--- src/verilog/ufc_pkg.sv ---
/*
 * Shared constants and types of the USB function device-control block:
 * register indices, field positions, reset values, link event carrier.
 * Assumes a 32-bit AHB-Lite register bus; each register is one word.
 */
package ufc_pkg;

    // Register indices; byte address is four times the index
    localparam logic [7:0] UFC_IDX_FUNC_ADDR = 8'h00;
    localparam logic [7:0] UFC_IDX_POWER     = 8'h01;
    localparam logic [7:0] UFC_IDX_IRQ_FLAGS = 8'h02;
    localparam logic [7:0] UFC_IDX_IRQ_EN    = 8'h07;
    localparam logic [7:0] UFC_IDX_EP_INDEX  = 8'h0e;
    localparam logic [7:0] UFC_IDX_FIFO_LO   = 8'h20;
    localparam logic [7:0] UFC_IDX_FIFO_HI   = 8'h23;

    // Address register fields
    localparam int UFC_FA_PENDING_BIT = 7;

    // Power register fields
    localparam int UFC_PW_ISO_SYNC  = 7;
    localparam int UFC_PW_INHIBIT   = 4;
    localparam int UFC_PW_BUS_RST   = 3;
    localparam int UFC_PW_RESUME    = 2;
    localparam int UFC_PW_SUSPENDED = 1;
    localparam int UFC_PW_SUSP_EN   = 0;

    // Interrupt flag and enable fields
    localparam int UFC_IRQ_SUSPEND = 0;
    localparam int UFC_IRQ_RESUME  = 1;
    localparam int UFC_IRQ_RESET   = 2;

    // Reset values
    localparam logic [6:0] UFC_ADDR_RST    = 7'h00;
    localparam logic [3:0] UFC_INDEX_RST   = 4'h0;
    localparam logic [2:0] UFC_IRQ_EN_RST  = 3'h6;
    localparam logic [2:0] UFC_IRQ_EN_BRST = 3'h6;
    localparam logic [2:0] UFC_IRQ_FL_RST  = 3'h0;

    // Endpoint FIFO shape
    localparam int UFC_NUM_EP     = 4;
    localparam int UFC_FIFO_DEPTH = 64;

    // AHB constants
    localparam logic [1:0] UFC_HTRANS_NONSEQ = 2'h2;
    localparam logic       UFC_HRESP_OKAY    = 1'h0;

    // Events reported by the serial engine on the bus side
    typedef struct packed {
        logic bus_reset;
        logic suspend;
        logic resume;
        logic sof;
        logic xfer_end;
    } ufc_evt_t;

    // IN token seen on the bus
    typedef struct packed {
        logic       valid;
        logic [1:0] ep;
    } ufc_tok_t;

endpackage

--- src/verilog/ufc_fifo.sv ---
/*
 * Byte FIFO with flush for one endpoint direction; read data registered.
 * Assumes push on full and pop on empty are ignored by design.
 */
module ufc_fifo
    import ufc_pkg::*;
#(
    parameter int WIDTH = 8,
    parameter int DEPTH = UFC_FIFO_DEPTH
)
(
    input  wire logic             clk,
    input  wire logic             rst_n,
    input  wire logic             flush,
    input  wire logic             push,
    input  wire logic [WIDTH-1:0] din,
    input  wire logic             pop,
    output logic      [WIDTH-1:0] dout,
    output logic                  empty,
    output logic                  full
);
    localparam int AW = $clog2(DEPTH);

    logic [WIDTH-1:0] mem [DEPTH];
    logic [AW-1:0]    wp_r;
    logic [AW-1:0]    wp_nxt;
    logic [AW-1:0]    rp_r;
    logic [AW-1:0]    rp_nxt;
    logic [AW:0]      cnt_r;
    logic [AW:0]      cnt_nxt;
    logic [WIDTH-1:0] dout_nxt;
    logic             do_push;
    logic             do_pop;

    assign empty   = (cnt_r == '0);
    assign full    = (cnt_r == (AW+1)'(DEPTH));
    assign do_push = push && !full && !flush;
    assign do_pop  = pop && !empty && !flush;

    // Pointer and count update; flush wins over traffic
    always_comb
    begin
        wp_nxt   = wp_r;
        rp_nxt   = rp_r;
        cnt_nxt  = cnt_r;
        dout_nxt = dout;
        if (flush)
        begin
            wp_nxt  = '0;
            rp_nxt  = '0;
            cnt_nxt = '0;
        end
        else
        begin
            if (do_push)
                wp_nxt = (wp_r == AW'(DEPTH - 1)) ? '0 : wp_r + 1'b1;
            if (do_pop)
            begin
                rp_nxt   = (rp_r == AW'(DEPTH - 1)) ? '0 : rp_r + 1'b1;
                dout_nxt = mem[rp_r];
            end
            cnt_nxt = cnt_r + (AW+1)'(do_push) - (AW+1)'(do_pop);
        end
    end

    always_ff @(posedge clk or negedge rst_n)
    begin
        if (!rst_n)
        begin
            wp_r  <= '0;
            rp_r  <= '0;
            cnt_r <= '0;
            dout  <= '0;
        end
        else
        begin
            wp_r  <= wp_nxt;
            rp_r  <= rp_nxt;
            cnt_r <= cnt_nxt;
            dout  <= dout_nxt;
        end
    end

    // Storage holds no reset; contents are meaningless once flushed
    always_ff @(posedge clk)
    begin
        if (do_push)
            mem[wp_r] <= din;
    end

endmodule

--- src/verilog/ufc_device_ctrl.sv ---
/*
 * USB function device control: endpoint FIFO ports, deferred function
 * address, bus reset, suspend/resume, ISO update and controller inhibit,
 * all behind an AHB-Lite slave that answers with zero wait states.
 * Assumes the serial engine reports bus events on CLK, synchronous.
 */
// Contract
// Four consecutive indices 0x20..0x23 are FIFO ports for endpoints 0..3
// Port write loads IN FIFO; port read unloads OUT FIFO
// Firmware writes host-assigned 7-bit address on SET_ADDRESS
// Old address stays active until current transfer ends
// Pending flag bit 7 set on write, cleared when address takes effect
// Bus reset flag, power bit 3, set on bus reset signalling
// Bus reset clears address, index, flushes FIFOs, clears endpoint CSRs
// Bus reset enables all interrupts but suspend, clears flags, flags reset
// Writing 1 to bus reset flag forces controller reset
// Suspend entered when enabled and detected; suspend interrupt if enabled
// Suspend left on resume, bus reset or any reset; oscillator too
// Resume from bus exits suspend and flags resume interrupt if enabled
// Firmware holds force-resume for 10-15 ms then clears it
// ISO sync holds newly loaded ISO IN packets until next SOF
// IN token on held ISO endpoint before SOF gets zero-length packet
// Inhibit set after power-on; clearing it enables controller
// Inhibit set again only by power-on or forced controller reset
// Firmware brings up clock, reset, transceiver, config, then enable
// Resume signalling is driven while force-resume stays set from suspend
// Each port access moves exactly one byte
// Clock logic provides 48 MHz full speed or 6 MHz low speed
module ufc_device_ctrl
    import ufc_pkg::*;
#(
    parameter int FIFO_DEPTH = UFC_FIFO_DEPTH
)
(
    input  wire logic                 CLK,
    input  wire logic                 RESETN,
    input  wire logic                 HSEL,
    input  wire logic [31:0]          HADDR,
    input  wire logic [1:0]           HTRANS,
    input  wire logic                 HWRITE,
    input  wire logic [31:0]          HWDATA,
    input  wire logic                 HREADY,
    output logic                      HREADYOUT,
    output logic                      HRESP,
    output logic      [31:0]          HRDATA,
    input  wire ufc_evt_t             LINK_EVT,
    input  wire ufc_tok_t             IN_TOKEN,
    input  wire logic [3:0]           ISO_EP,
    input  wire logic [3:0]           PKT_LOADED,
    input  wire logic [3:0]           TX_POP,
    input  wire logic [3:0]           RX_PUSH,
    input  wire logic [7:0]           RX_DATA,
    output logic      [3:0][7:0]      TX_DATA,
    output logic      [3:0]           TX_EMPTY,
    output logic      [3:0]           RX_FULL,
    output logic      [6:0]           DEVICE_ADDR,
    output logic      [3:0]           EP_INDEX,
    output logic                      CTRL_ENABLE,
    output logic                      SUSPENDED,
    output logic                      OSC_SUSPEND,
    output logic                      RESUME_DRIVE,
    output logic                      EP_CSR_CLEAR,
    output logic      [3:0]           TX_HOLD,
    output logic                      ZLP_REPLY
);
    logic            soft_r;
    logic            usb_rst_n;
    logic            acc;
    logic [7:0]      idx;
    logic            idx_fifo;
    logic            wr_pend_r;
    logic [7:0]      wr_idx_r;
    logic            rd_fifo_r;
    logic [1:0]      rd_ep_r;
    logic [31:0]     rd_data_r;
    logic [31:0]     rd_data_nxt;
    logic [3:0]      bus_pop;
    logic [3:0]      bus_push;
    logic [3:0][7:0] out_q;
    logic            wr_fa;
    logic            wr_pw;
    logic [6:0]      addr_new_r;
    logic [6:0]      addr_new_nxt;
    logic [6:0]      addr_eff_r;
    logic [6:0]      addr_eff_nxt;
    logic            pend_r;
    logic            pend_nxt;
    logic            iso_r;
    logic            iso_nxt;
    logic            inh_r;
    logic            inh_nxt;
    logic            force_r;
    logic            force_nxt;
    logic            suspend_detect_enable_r;
    logic            suspend_detect_enable_nxt;
    logic            susp_r;
    logic            susp_nxt;
    logic            wake_r;
    logic            wake_nxt;
    logic            brst_r;
    logic            brst_evt;
    logic [3:0]      index_r;
    logic [3:0]      index_nxt;
    logic [2:0]      irq_en_r;
    logic [2:0]      irq_en_nxt;
    logic [2:0]      irq_fl_r;
    logic [2:0]      irq_fl_nxt;
    logic [2:0]      irq_set;
    logic [3:0]      held_r;
    logic [3:0]      held_nxt;
    logic            zlp_r;

    // Forced controller reset: a one-cycle pulse folded into the async reset
    always_ff @(posedge CLK or negedge RESETN)
    begin
        if (!RESETN)
            soft_r <= 1'b0;
        else
            soft_r <= wr_pw && HWDATA[UFC_PW_BUS_RST];
    end
    assign usb_rst_n = RESETN && !soft_r;

    // AHB-Lite address phase decode; never stalls, always OKAY
    assign HREADYOUT = 1'b1;
    assign HRESP     = UFC_HRESP_OKAY;
    assign acc       = HSEL && HREADY && (HTRANS == UFC_HTRANS_NONSEQ);
    assign idx       = HADDR[9:2];
    assign idx_fifo  = (idx >= UFC_IDX_FIFO_LO) && (idx <= UFC_IDX_FIFO_HI);
    assign wr_fa     = wr_pend_r && (wr_idx_r == UFC_IDX_FUNC_ADDR);
    assign wr_pw     = wr_pend_r && (wr_idx_r == UFC_IDX_POWER);
    assign brst_evt  = LINK_EVT.bus_reset && !brst_r;

    // One pop per read, one push per write, only the addressed endpoint
    generate
        for (genvar e = 0; e < UFC_NUM_EP; e++)
        begin : g_ep
            assign bus_pop[e]  = acc && !HWRITE && idx_fifo &&
                                 (idx[1:0] == 2'(e));
            assign bus_push[e] = wr_pend_r &&
                                 (wr_idx_r >= UFC_IDX_FIFO_LO) &&
                                 (wr_idx_r <= UFC_IDX_FIFO_HI) &&
                                 (wr_idx_r[1:0] == 2'(e));
            ufc_fifo #(.WIDTH(8), .DEPTH(FIFO_DEPTH)) u_in
            (
                .clk   (CLK),
                .rst_n (usb_rst_n),
                .flush (brst_evt),
                .push  (bus_push[e]),
                .din   (HWDATA[7:0]),
                .pop   (TX_POP[e]),
                .dout  (TX_DATA[e]),
                .empty (TX_EMPTY[e]),
                .full  ()
            );
            ufc_fifo #(.WIDTH(8), .DEPTH(FIFO_DEPTH)) u_out
            (
                .clk   (CLK),
                .rst_n (usb_rst_n),
                .flush (brst_evt),
                .push  (RX_PUSH[e]),
                .din   (RX_DATA),
                .pop   (bus_pop[e]),
                .dout  (out_q[e]),
                .empty (),
                .full  (RX_FULL[e])
            );
        end
    endgenerate

    // Read data captured at the address phase, shown in the data phase
    always_comb
    begin
        rd_data_nxt = 32'h0;
        if (idx == UFC_IDX_FUNC_ADDR)
            rd_data_nxt = {24'h0, pend_r, addr_new_r};
        else if (idx == UFC_IDX_POWER)
            rd_data_nxt = {24'h0, iso_r, 2'h0, inh_r, brst_r, force_r,
                           susp_r, suspend_detect_enable_r};
        else if (idx == UFC_IDX_IRQ_FLAGS)
            rd_data_nxt = {29'h0, irq_fl_r};
        else if (idx == UFC_IDX_IRQ_EN)
            rd_data_nxt = {29'h0, irq_en_r};
        else if (idx == UFC_IDX_EP_INDEX)
            rd_data_nxt = {28'h0, index_r};
    end

    always_ff @(posedge CLK or negedge usb_rst_n)
    begin
        if (!usb_rst_n)
        begin
            wr_pend_r <= 1'b0;
            wr_idx_r  <= 8'h00;
            rd_fifo_r <= 1'b0;
            rd_ep_r   <= 2'h0;
            rd_data_r <= 32'h0;
        end
        else
        begin
            wr_pend_r <= acc && HWRITE;
            wr_idx_r  <= idx;
            rd_fifo_r <= acc && !HWRITE && idx_fifo;
            rd_ep_r   <= idx[1:0];
            rd_data_r <= acc ? rd_data_nxt : 32'h0;
        end
    end
    assign HRDATA = rd_fifo_r ? {24'h0, out_q[rd_ep_r]} : rd_data_r;

    // Address, power, index and interrupt state
    always_comb
    begin
        addr_new_nxt = addr_new_r;
        addr_eff_nxt = addr_eff_r;
        pend_nxt     = pend_r;
        iso_nxt      = iso_r;
        inh_nxt      = inh_r;
        force_nxt    = force_r;
        suspend_detect_enable_nxt    = suspend_detect_enable_r;
        index_nxt    = index_r;
        irq_en_nxt   = irq_en_r;
        irq_set      = 3'h0;
        // Deferred address: the new one takes effect at transfer end
        if (LINK_EVT.xfer_end && pend_r)
        begin
            addr_eff_nxt = addr_new_r;
            pend_nxt     = 1'b0;
        end
        if (wr_fa)
        begin
            addr_new_nxt = HWDATA[6:0];
            pend_nxt     = 1'b1;
        end
        if (wr_pw)
        begin
            iso_nxt   = HWDATA[UFC_PW_ISO_SYNC];
            inh_nxt   = inh_r && HWDATA[UFC_PW_INHIBIT];
            force_nxt = HWDATA[UFC_PW_RESUME];
            suspend_detect_enable_nxt = HWDATA[UFC_PW_SUSP_EN];
        end
        if (wr_pend_r && (wr_idx_r == UFC_IDX_EP_INDEX))
            index_nxt = HWDATA[3:0];
        if (wr_pend_r && (wr_idx_r == UFC_IDX_IRQ_EN))
            irq_en_nxt = HWDATA[2:0];
        // Suspend: exits take priority over a fresh entry
        susp_nxt = susp_r;
        if (brst_evt || LINK_EVT.resume || (force_r && susp_r))
            susp_nxt = 1'b0;
        else if (suspend_detect_enable_r && LINK_EVT.suspend && !inh_r)
            susp_nxt = 1'b1;
        if (!susp_r && susp_nxt && irq_en_r[UFC_IRQ_SUSPEND])
            irq_set[UFC_IRQ_SUSPEND] = 1'b1;
        if (susp_r && LINK_EVT.resume && irq_en_r[UFC_IRQ_RESUME])
            irq_set[UFC_IRQ_RESUME] = 1'b1;
        // Resume is driven while force stays set after leaving suspend
        wake_nxt = force_r && (wake_r || susp_r);
        // Flags clear on read; a coincident event still sets its flag
        irq_fl_nxt = irq_fl_r;
        if (acc && !HWRITE && (idx == UFC_IDX_IRQ_FLAGS))
            irq_fl_nxt = 3'h0;
        irq_fl_nxt = irq_fl_nxt | irq_set;
        // Bus reset overrides address, index and interrupt state; power bits other than suspended and the bus reset flag are kept
        if (brst_evt)
        begin
            addr_new_nxt = UFC_ADDR_RST;
            addr_eff_nxt = UFC_ADDR_RST;
            pend_nxt     = 1'b0;
            index_nxt    = UFC_INDEX_RST;
            irq_en_nxt   = UFC_IRQ_EN_BRST;
            irq_fl_nxt   = UFC_IRQ_FL_RST;
            irq_fl_nxt[UFC_IRQ_RESET] = UFC_IRQ_EN_BRST[UFC_IRQ_RESET];
        end
        // Packets loaded after a SOF wait for the next one
        held_nxt = (held_r & ~{4{LINK_EVT.sof}}) |
                   ({4{iso_r}} & ISO_EP & PKT_LOADED);
    end

    always_ff @(posedge CLK or negedge usb_rst_n)
    begin
        if (!usb_rst_n)
        begin
            addr_new_r <= UFC_ADDR_RST;
            addr_eff_r <= UFC_ADDR_RST;
            pend_r     <= 1'b0;
            iso_r      <= 1'b0;
            inh_r      <= 1'b1;
            force_r    <= 1'b0;
            suspend_detect_enable_r    <= 1'b0;
            susp_r     <= 1'b0;
            wake_r     <= 1'b0;
            brst_r     <= 1'b0;
            index_r    <= UFC_INDEX_RST;
            irq_en_r   <= UFC_IRQ_EN_RST;
            irq_fl_r   <= UFC_IRQ_FL_RST;
            held_r     <= 4'h0;
            zlp_r      <= 1'b0;
        end
        else
        begin
            addr_new_r <= addr_new_nxt;
            addr_eff_r <= addr_eff_nxt;
            pend_r     <= pend_nxt;
            iso_r      <= iso_nxt;
            inh_r      <= inh_nxt;
            force_r    <= force_nxt;
            suspend_detect_enable_r    <= suspend_detect_enable_nxt;
            susp_r     <= susp_nxt;
            wake_r     <= wake_nxt;
            brst_r     <= LINK_EVT.bus_reset;
            index_r    <= index_nxt;
            irq_en_r   <= irq_en_nxt;
            irq_fl_r   <= irq_fl_nxt;
            held_r     <= held_nxt;
            zlp_r      <= IN_TOKEN.valid && held_r[IN_TOKEN.ep];
        end
    end

    // Link-side outputs, all from flip-flops except the reset pulse
    assign DEVICE_ADDR  = addr_eff_r;
    assign EP_INDEX     = index_r;
    assign CTRL_ENABLE  = !inh_r;
    assign SUSPENDED    = susp_r;
    assign OSC_SUSPEND  = susp_r;
    assign RESUME_DRIVE = wake_r;
    assign EP_CSR_CLEAR = brst_evt;
    assign TX_HOLD      = held_r;
    assign ZLP_REPLY    = zlp_r;

    AST_PEND_SET: assert property (@(posedge CLK) disable iff (!usb_rst_n)
        wr_fa && !brst_evt |=> pend_r && addr_new_r == $past(HWDATA[6:0]))
        else $error("Pending flag not set after address write");
    AST_ADDR_HOLD: assert property (@(posedge CLK) disable iff (!usb_rst_n)
        pend_r && !LINK_EVT.xfer_end && !brst_evt |=> $stable(DEVICE_ADDR))
        else $error("Address changed before transfer end");
    AST_ADDR_TAKE: assert property (@(posedge CLK) disable iff (!usb_rst_n)
        pend_r && LINK_EVT.xfer_end && !wr_fa && !brst_evt
        |=> !pend_r && DEVICE_ADDR == addr_new_r)
        else $error("New address not taken at transfer end");
    AST_BRST_CLR: assert property (@(posedge CLK) disable iff (!usb_rst_n)
        brst_evt |=> DEVICE_ADDR == 7'h00 && EP_INDEX == 4'h0 && TX_EMPTY == 4'hf)
        else $error("Bus reset did not clear address, index or FIFOs");
    AST_BRST_IRQ: assert property (@(posedge CLK) disable iff (!usb_rst_n)
        brst_evt |=> irq_en_r == 3'h6 && irq_fl_r == 3'h4)
        else $error("Bus reset interrupt state wrong");
    AST_BRST_FLAG: assert property (@(posedge CLK) disable iff (!usb_rst_n)
        LINK_EVT.bus_reset |=> brst_r)
        else $error("Bus reset flag not set");
    AST_INH_STICKY: assert property (@(posedge CLK) disable iff (!usb_rst_n)
        !inh_r |=> !inh_r)
        else $error("Inhibit set again without a reset");
    AST_SOFT_RST: assert property (@(posedge CLK) disable iff (!RESETN)
        wr_pw && HWDATA[UFC_PW_BUS_RST] |=> soft_r ##1 inh_r && !soft_r)
        else $error("Forced controller reset missing");
    AST_SUSP_IN: assert property (@(posedge CLK) disable iff (!usb_rst_n)
        suspend_detect_enable_r && LINK_EVT.suspend && !inh_r && !susp_r && !force_r &&
        !brst_evt && !LINK_EVT.resume |=> susp_r)
        else $error("Suspend not entered");
    AST_RESUME: assert property (@(posedge CLK) disable iff (!usb_rst_n)
        susp_r && LINK_EVT.resume && irq_en_r[UFC_IRQ_RESUME] && !brst_evt
        |=> !susp_r && irq_fl_r[UFC_IRQ_RESUME])
        else $error("Resume did not exit suspend or flag it");
    AST_ISO_HOLD: assert property (@(posedge CLK) disable iff (!usb_rst_n)
        iso_r && |(ISO_EP & PKT_LOADED)
        |=> (TX_HOLD & $past(ISO_EP & PKT_LOADED)) ==
            $past(ISO_EP & PKT_LOADED))
        else $error("ISO packet not held until SOF");
    AST_ZLP: assert property (@(posedge CLK) disable iff (!usb_rst_n)
        IN_TOKEN.valid && held_r[IN_TOKEN.ep] |=> ZLP_REPLY)
        else $error("Held ISO endpoint did not answer zero length");
    AST_ONE_BYTE: assert property (@(posedge CLK) disable iff (!usb_rst_n)
        $onehot0(bus_pop) && $onehot0(bus_push))
        else $error("More than one FIFO moved by one access");

endmodule

--- config.mk ---
export PLATFORM = sky130hd
export DESIGN_NAME = ufc_device_ctrl
export DESIGN_NICKNAME = d
export VERILOG_FILES = /design/src/verilog/ufc_pkg.sv /design/src/verilog/ufc_fifo.sv /design/src/verilog/ufc_device_ctrl.sv
export SDC_FILE = /design/constraint.sdc
export NUM_CORES = 2
export LEC_CHECK = 0
export BUFFER_PORTS_ARGS = -buffer_cell sky130_fd_sc_hd__buf_2
export CORE_ASPECT_RATIO = 0.9
export CORE_MARGIN = 8
export CORE_UTILIZATION = 62
export CTS_BUF_LIST = sky130_fd_sc_hd__clkbuf_16
export CTS_CLUSTER_SIZE = 30
export DETAILED_ROUTE_END_ITERATION = 10
export PLACE_DENSITY = 0.85
export SLEW_MARGIN = 15
export SYNTH_ARGS = -nofsm -noshare
export SYNTH_HDL_FRONTEND = slang
export SYNTH_SLANG_ARGS = --single-unit
--- constraint.sdc ---
create_clock -name CLK -period 26.1 [get_ports CLK]
set_input_delay 6.525 -clock CLK [delete_from_list [all_inputs] [get_ports CLK]]
set_output_delay 6.525 -clock CLK [all_outputs]
set_load 0.01 [all_outputs]
**Yosys cells after proc, flatten, opt, wreduce, memory -nomap -nowiden**

Memory sizes are Yosys's and may differ from the RTL's. A register that Yosys moved wholly into a read port is not among the register bits.
Cells that the tools add are included.
W data, S select, Z words.

- Register bits: 234
- RAM bits: 4096
- Input bits: 103
- Output and inout port bits: 95
- Logic and storage cells: 377
- Memories: 8

- Add/subtract/negate cells: 32
- $lt $le $gt $ge: 6
- Equal/unequal tests: 38
- Muxes and demuxes: 100
- Bitwise operators: 7
- Reductions and logical operators: 141

Memory list:

| name | depth | bits a word | read ports | clocked after memory_dff | wr ports | RTL line | RTL |
|---|---|---|---|---|---|---|---|
| g_ep[0].u_in.mem | 64 | 8 | 1 | 1 | 1 | ufc_fifo.sv:24 | `logic [WIDTH-1:0] mem [DEPTH];` |
| g_ep[0].u_out.mem | 64 | 8 | 1 | 1 | 1 | ufc_fifo.sv:24 |  |
| g_ep[1].u_in.mem | 64 | 8 | 1 | 1 | 1 | ufc_fifo.sv:24 |  |
| g_ep[1].u_out.mem | 64 | 8 | 1 | 1 | 1 | ufc_fifo.sv:24 |  |
| g_ep[2].u_in.mem | 64 | 8 | 1 | 1 | 1 | ufc_fifo.sv:24 |  |
| g_ep[2].u_out.mem | 64 | 8 | 1 | 1 | 1 | ufc_fifo.sv:24 |  |
| +2 memories | -- | -- | -- | -- | -- | -- |  |

Operators by type and width:

| cell | count |
|---|---|
| $mux W6 | 48 |
| $add A6 B1 Y6 const B | 16 |
| $eq A6 B6 Y1 const B | 16 |
| $mux W7 | 12 |
| $logic_and A1 B1 Y1 | 67 |
| $mux W32 | 2 |
| $add A7 B1 Y7 | 8 |
| $eq A7 B7 Y1 const B | 8 |
| $logic_not A7 Y1 | 8 |
| $sub A7 B1 Y7 | 8 |
| $reduce_bool A2 Y1 | 20 |
| $logic_not A1 Y1 | 30 |
| $mux W1 | 24 |
| $mux W8 | 3 |
| $mux W4 | 5 |
| $bmux W8 S2 | 1 |
| $eq A8 B1 Y1 const B | 2 |
| $eq A8 B3 Y1 const B | 2 |
| $eq A8 B4 Y1 const B | 2 |
| $ge A8 B6 Y1 const B | 2 |
| $le A8 B6 Y1 const B | 2 |
| $logic_not A8 Y1 | 2 |
| $reduce_and A2 Y1 | 8 |
| $and A4 B4 Y4 | 3 |
| other kinds (13) | 25 |

**Longest topological paths before layout**

- Word-level depth: 10
- Gate-level depth with buffers: 18
- Gate-level depth less buffers: 17

**Cells and area by module**

A second synthesis with hierarchy kept.

- Cells, all modules: 9861
- Area, all modules: 175450.8 µm²

By module, submodules not included:

| module | times used | cells an instance | area each (µm²) | seq. area each (µm²) |
|---|---|---|---|---|
| ufc_fifo at g_ep[1].u_in ... | 3 | 1220 | 21619.5 | 16050.4 |
| ufc_fifo at g_ep[2].u_out ... | 3 | 1213 | 21505.6 | 16050.4 |
| ufc_fifo at g_ep[0].u_out | 1 | 1236 | 21847.2 | 16050.4 |
| ufc_fifo at g_ep[0].u_in | 1 | 1056 | 21307.9 | 16050.4 |
| ufc_device_ctrl | 1 | 270 | 2920.3 | 1405.1 |

**Worst setup path after synthesis**

OpenSTA, ideal clock, no wires.

- Kind: input -> output
- Start: input port LINK_EVT[4] (netlist name)
- End: output port EP_CSR_CLEAR
- Arrival time: 7.625 ns
- Required time: 19.575 ns
- Path slack: 11.950 ns
- Stages on the path: 6
- Buffers on the path: 4
- Path through: nand2b_1 > buf_2 > inv_2 > buf_2 > clkbuf_1 > buf_1

- Cells in the longest elaborated chain, start to end: 1

RTL lines:

| what | RTL line | RTL |
|---|---|---|
| from (decl) | ufc_device_ctrl.sv:46 | `input wire ufc_evt_t LINK_EVT,` |
| $logic_and A1 B1 Y1 | ufc_device_ctrl.sv:131 | `assign brst_evt = LINK_EVT.bus_reset && !brst_r;` |
| to (decl) | ufc_device_ctrl.sv:62 | `output logic EP_CSR_CLEAR,` |

No other way between the ends.

**Worst setup path in the final report**

Same ends and word-level chain as after synthesis.

==> summary.md <==
| Metric | Value |
|---|---|
| Hold path startpoint | g_ep[2].u_out.dout[0] |
| Non-filler cells, final | 13.2k |
| Buffers on Ports | 123 |
| List of most frequent post-synthesis cells | edfxtp_1 (4096), mux4_2 (944), nor2_1 (710) |
| Ports | 198 |
| WL/cell | 33.0 um |
| Iter 0 DRT Violations | 15.8k |
| Final hold violation count | 0 |
| Synth cell types | 79 |
| FF-to-FF End | g_ep[3].u_in.cnt_r[6] |
| Power Density | about 83 nW/um^2 |
| Vias | ~93k |
| CTS tree | built |
| Hold Path End | g_ep[2].u_out.dout[0] |
| Post-cts sizing count | 0 |
| Fraction of layout cells with a size suffix above 1 | 19.6% |
| Clock Skew | 58.6 ps |
| Fin nets | 9328 |
| Psw | 3.98 mW |
| Leak pwr | 59.7 nW |
| Worst-path clk slew | 60 ps |
| CP max FO | 74 |
| Die area | 297000 um^2 |
| R2R setup slack | 20850 ps |
| Number of flops mapped to enable cells by yosys | 4096 |
| Synthesis-to-finish area growth | 9.62% |
| Core Footprint | roughly 280000 um^2 |
| GP Congestion | just under 0.9 |
| Status | completed |
| Final Setup Violations | 0 |
| Overall routed net length | roughly 430000 um |
| Arr. time, crit path | 7960 ps |
| Switching part of the total power | roughly 25% |
| Post-CTS Setup Bufs | 0 |
| CTS Sinks | about 4.4k |
| Slew margin rel. | 10.4% |
| H-tree lvl count | 5 |
| Largest net degree at the start of global routing | 163 |
| Seq/Total Area, Yosys | 74.9% |
| Synth Instances | 9005 |
| Largest area contributor in the synthesized netlist | edfxtp_1 |
| GRT Total Usage | ~29% |
| Worst vdd ir | between 0.06 and 0.07 mV |
| Crit path kind | input pin to output port |
| Final TNS setup | 0 ps |
| DIE WIDTH | 573 um |
| Inst Count DP | around 12k |
| Worst r2r src | brst_r |
| First-pass GRT wire length | 638000 um |
| 1st-pass router iterations | 9 |
| Clock latency on the worst-skew pair | 940 ps |
| Num rows | 184 |
| DIE HEIGHT | 518 um |
| Vias per cell | 7.09 |
| Tmin final | approximately 14000 ps |
| Sequential Power Share | approximately half |
| Post-synth ARST share | slightly above 6% |
| # fillers | 15.4k |
| Routed Antenna Nets | 0 |
| Share of the synthesized area in the top cell type | 71.0% |
| Startpoint types | input pin |
| Hold Crit Class | flop to flop |
| Gate power share | 12.7% |
| Syn avg cell area | 19.2 um^2 |
| Synth Flop Type | edfxtp_1 |
| Hold Buf Count CTS | 0 |
| Mapped cell area | 173000 um^2 |
| Hpwl dp | 230000 um |
| Total of max-cap violations | 0 |
| Clock share of power | a little over a third |
| Min-Delay Path Depth | 2 |
| Initial Util | 62.2% |
| Fin. max-slew vios | 0 |
| Remaining DRCs | 0 |
| Slew at the pin with the worst max-slew slack | around 1300 ps |
| FF+latch count, synth | ~4.4k |
| Area contributors post-synth | edfxtp_1 (71%), mux4_2 (12%), dfrtp_1 (3.9%), mux2i_1 (2.8%), nor2_1 (1.5%) |
| Highest Clock Rate | 0.0691 GHz |
| Number of global-route vias before repair | 95.9k |
| Total CTS buffers | 394 |
| Gr ovfl total | 0 |
| Synth warn | 0 |
| R2R depth | 14 |
| Root Driver | clkbuf_16 |
| Required @ worst endpoint | about 20000 ps |
| Clk buf depth | 4 |
| P_int | around 12 mW |
| Critical path capture point type | output port |
| Most frequent cell after synthesis | edfxtp_1 |
| RSZ-0062 raised after global routing | no |
| Antenna violations before repair | 19 |
| Fin crit share | 55.5% |
power groups by stage:
| stage | sequential [mW] | clock, mW | combinational (mW) |
|---|---|---|---|
| 2_1_floorplan | 7.99 | 0 | 1.39 |
| 3_3_place_gp | 8.13 | 0 | 1.75 |
| 4_1_cts | 8.00 | 5.79 | 1.96 |
| 3_5_place_dp | 8.14 | 0 | 1.85 |
| 5_1_grt | 8.02 | 6.04 | 2.09 |
| 6_report | 8.01 | 5.79 | 2.01 |
per-layer routing:
metal / wire (um) / track usage, % / vias to the layer above
met5: 109 / 0 / -
met4: 27900 / 14.3 / 16
met3: 51400 / 6.57 / 1908
met2: 212000 / 46.9 / 8213
met1: 143000 / 36.5 / 47000
li1: - / - / 36300
cells by family (layout without fill, tap and decap cells):
| kind of cell | after synthesis | in the layout | synth area share [%] |
|---|---|---|---|
| adders and majority gates | 96 | 96 | 0.728 |
| and+or+nand+nor | 1629 | 1629 | 4.29 |
| buffers and inverters | 645 | 1062 | 1.65 |
| AOI/OAI and AO/OA | 701 | 701 | 2.56 |
| other | 2 | 42 | 0.00433 |
| muxes | 1509 | 1509 | 15.6 |
| xor gates and xnor gates | 55 | 55 | 0.278 |
| DFF | 4368 | 4368 | 74.9 |
cell usage in the layout (no fill, tap or decap), types with 13 or more instances in the layout:
cell,synthesis,layout
bufinv_16,0,40
edfxtp_1,4096,4096
mux2_2,85,85
nand2b_1,71,70
conb_1,2,26
o31ai_1,13,13
o21ai_0,157,157
xnor2_1,19,19
nand2_1,365,365
nor2b_1,56,54
buf_4,63,85
clkinv_2,0,62
xor2_1,36,36
nand3_1,157,157
clkbuf_8,0,16
nand4_1,33,33
clkinv_1,2,87
and3_1,22,22
dfrtp_4,0,18
a31oi_1,34,34
nand3b_1,29,29
o22ai_1,71,71
or3b_2,14,14
nor2_1,710,708
a22o_1,13,13
diode_2,0,16
nor3b_1,13,13
a22oi_1,144,144
mux2i_1,480,480
mux4_2,944,944
ha_1,88,88
nor3_1,60,60
and2_1,34,33
inv_1,131,222
buf_2,149,107
clkbuf_16,0,403
or3_1,22,22
dfrtp_1,269,247
a21oi_1,165,165
through the flow:
stage          power [mW]  hold slack [ps]  util, %  instance area, um^2  setup WS (ps)
3_3_place_gp         9.88              453     63.6               177000          11750
5_1_grt              16.1              508     68.1               190000          11600
3_5_place_dp         9.99              470     63.6               177000          11740
6_report             15.8              488     68.2               190000          11620
4_1_cts              15.8              483     68.1               190000          11690
2_1_floorplan        9.38              433        -               173000           2700
worst max-delay path, stage by stage:
cell      delay [ps]
buf_2            100
nand2b_2         280
inv_6            680
buf_2            270
how the worst max path moves through the flow:
stage,from,end,slack [ps],cells after the start
after detailed placement,LINK_EVT[4],EP_CSR_CLEAR,11740,4
final,LINK_EVT[4],EP_CSR_CLEAR,11620,4
after global routing,LINK_EVT[4],EP_CSR_CLEAR,11600,4
after floorplan,RESETN,DEVICE_ADDR[0],2700,1
after global placement,LINK_EVT[4],EP_CSR_CLEAR,11750,4
after CTS,LINK_EVT[4],EP_CSR_CLEAR,11690,4
cell type report:
| cell class | count | area [um^2] | area share [%] |
|---|---|---|---|
| inverter | 135 | 512 | 0.269 |
| sequential | 4368 | 130000 | 68.4 |
| antenna | 16 | 40.0 | 0.0211 |
| clock inverter | 310 | 2530 | 1.33 |
| clock buffer | 403 | 10100 | 5.31 |
| timing repair buffer | 214 | 1530 | 0.804 |
| multi-input combinational | 4016 | 40800 | 21.5 |
| tap | 3720 | 4650 | 2.45 |
registers in the layout (all words and copies together) (netlist names), 8 cells and up:
signal            cells
g_ep.u_out.dout      32
g_ep.u_out.cnt_r     28
g_ep.u_in.dout       32
g_ep.u_in.mem      2048
g_ep.u_out.rp_r      24
rd_data_r             8
g_ep.u_in.wp_r       24
g_ep.u_out.wp_r      24
g_ep.u_in.cnt_r      28
g_ep.u_in.rp_r       24
g_ep.u_out.mem     2048
Note: power is estimated with default switching activity, not from simulation.
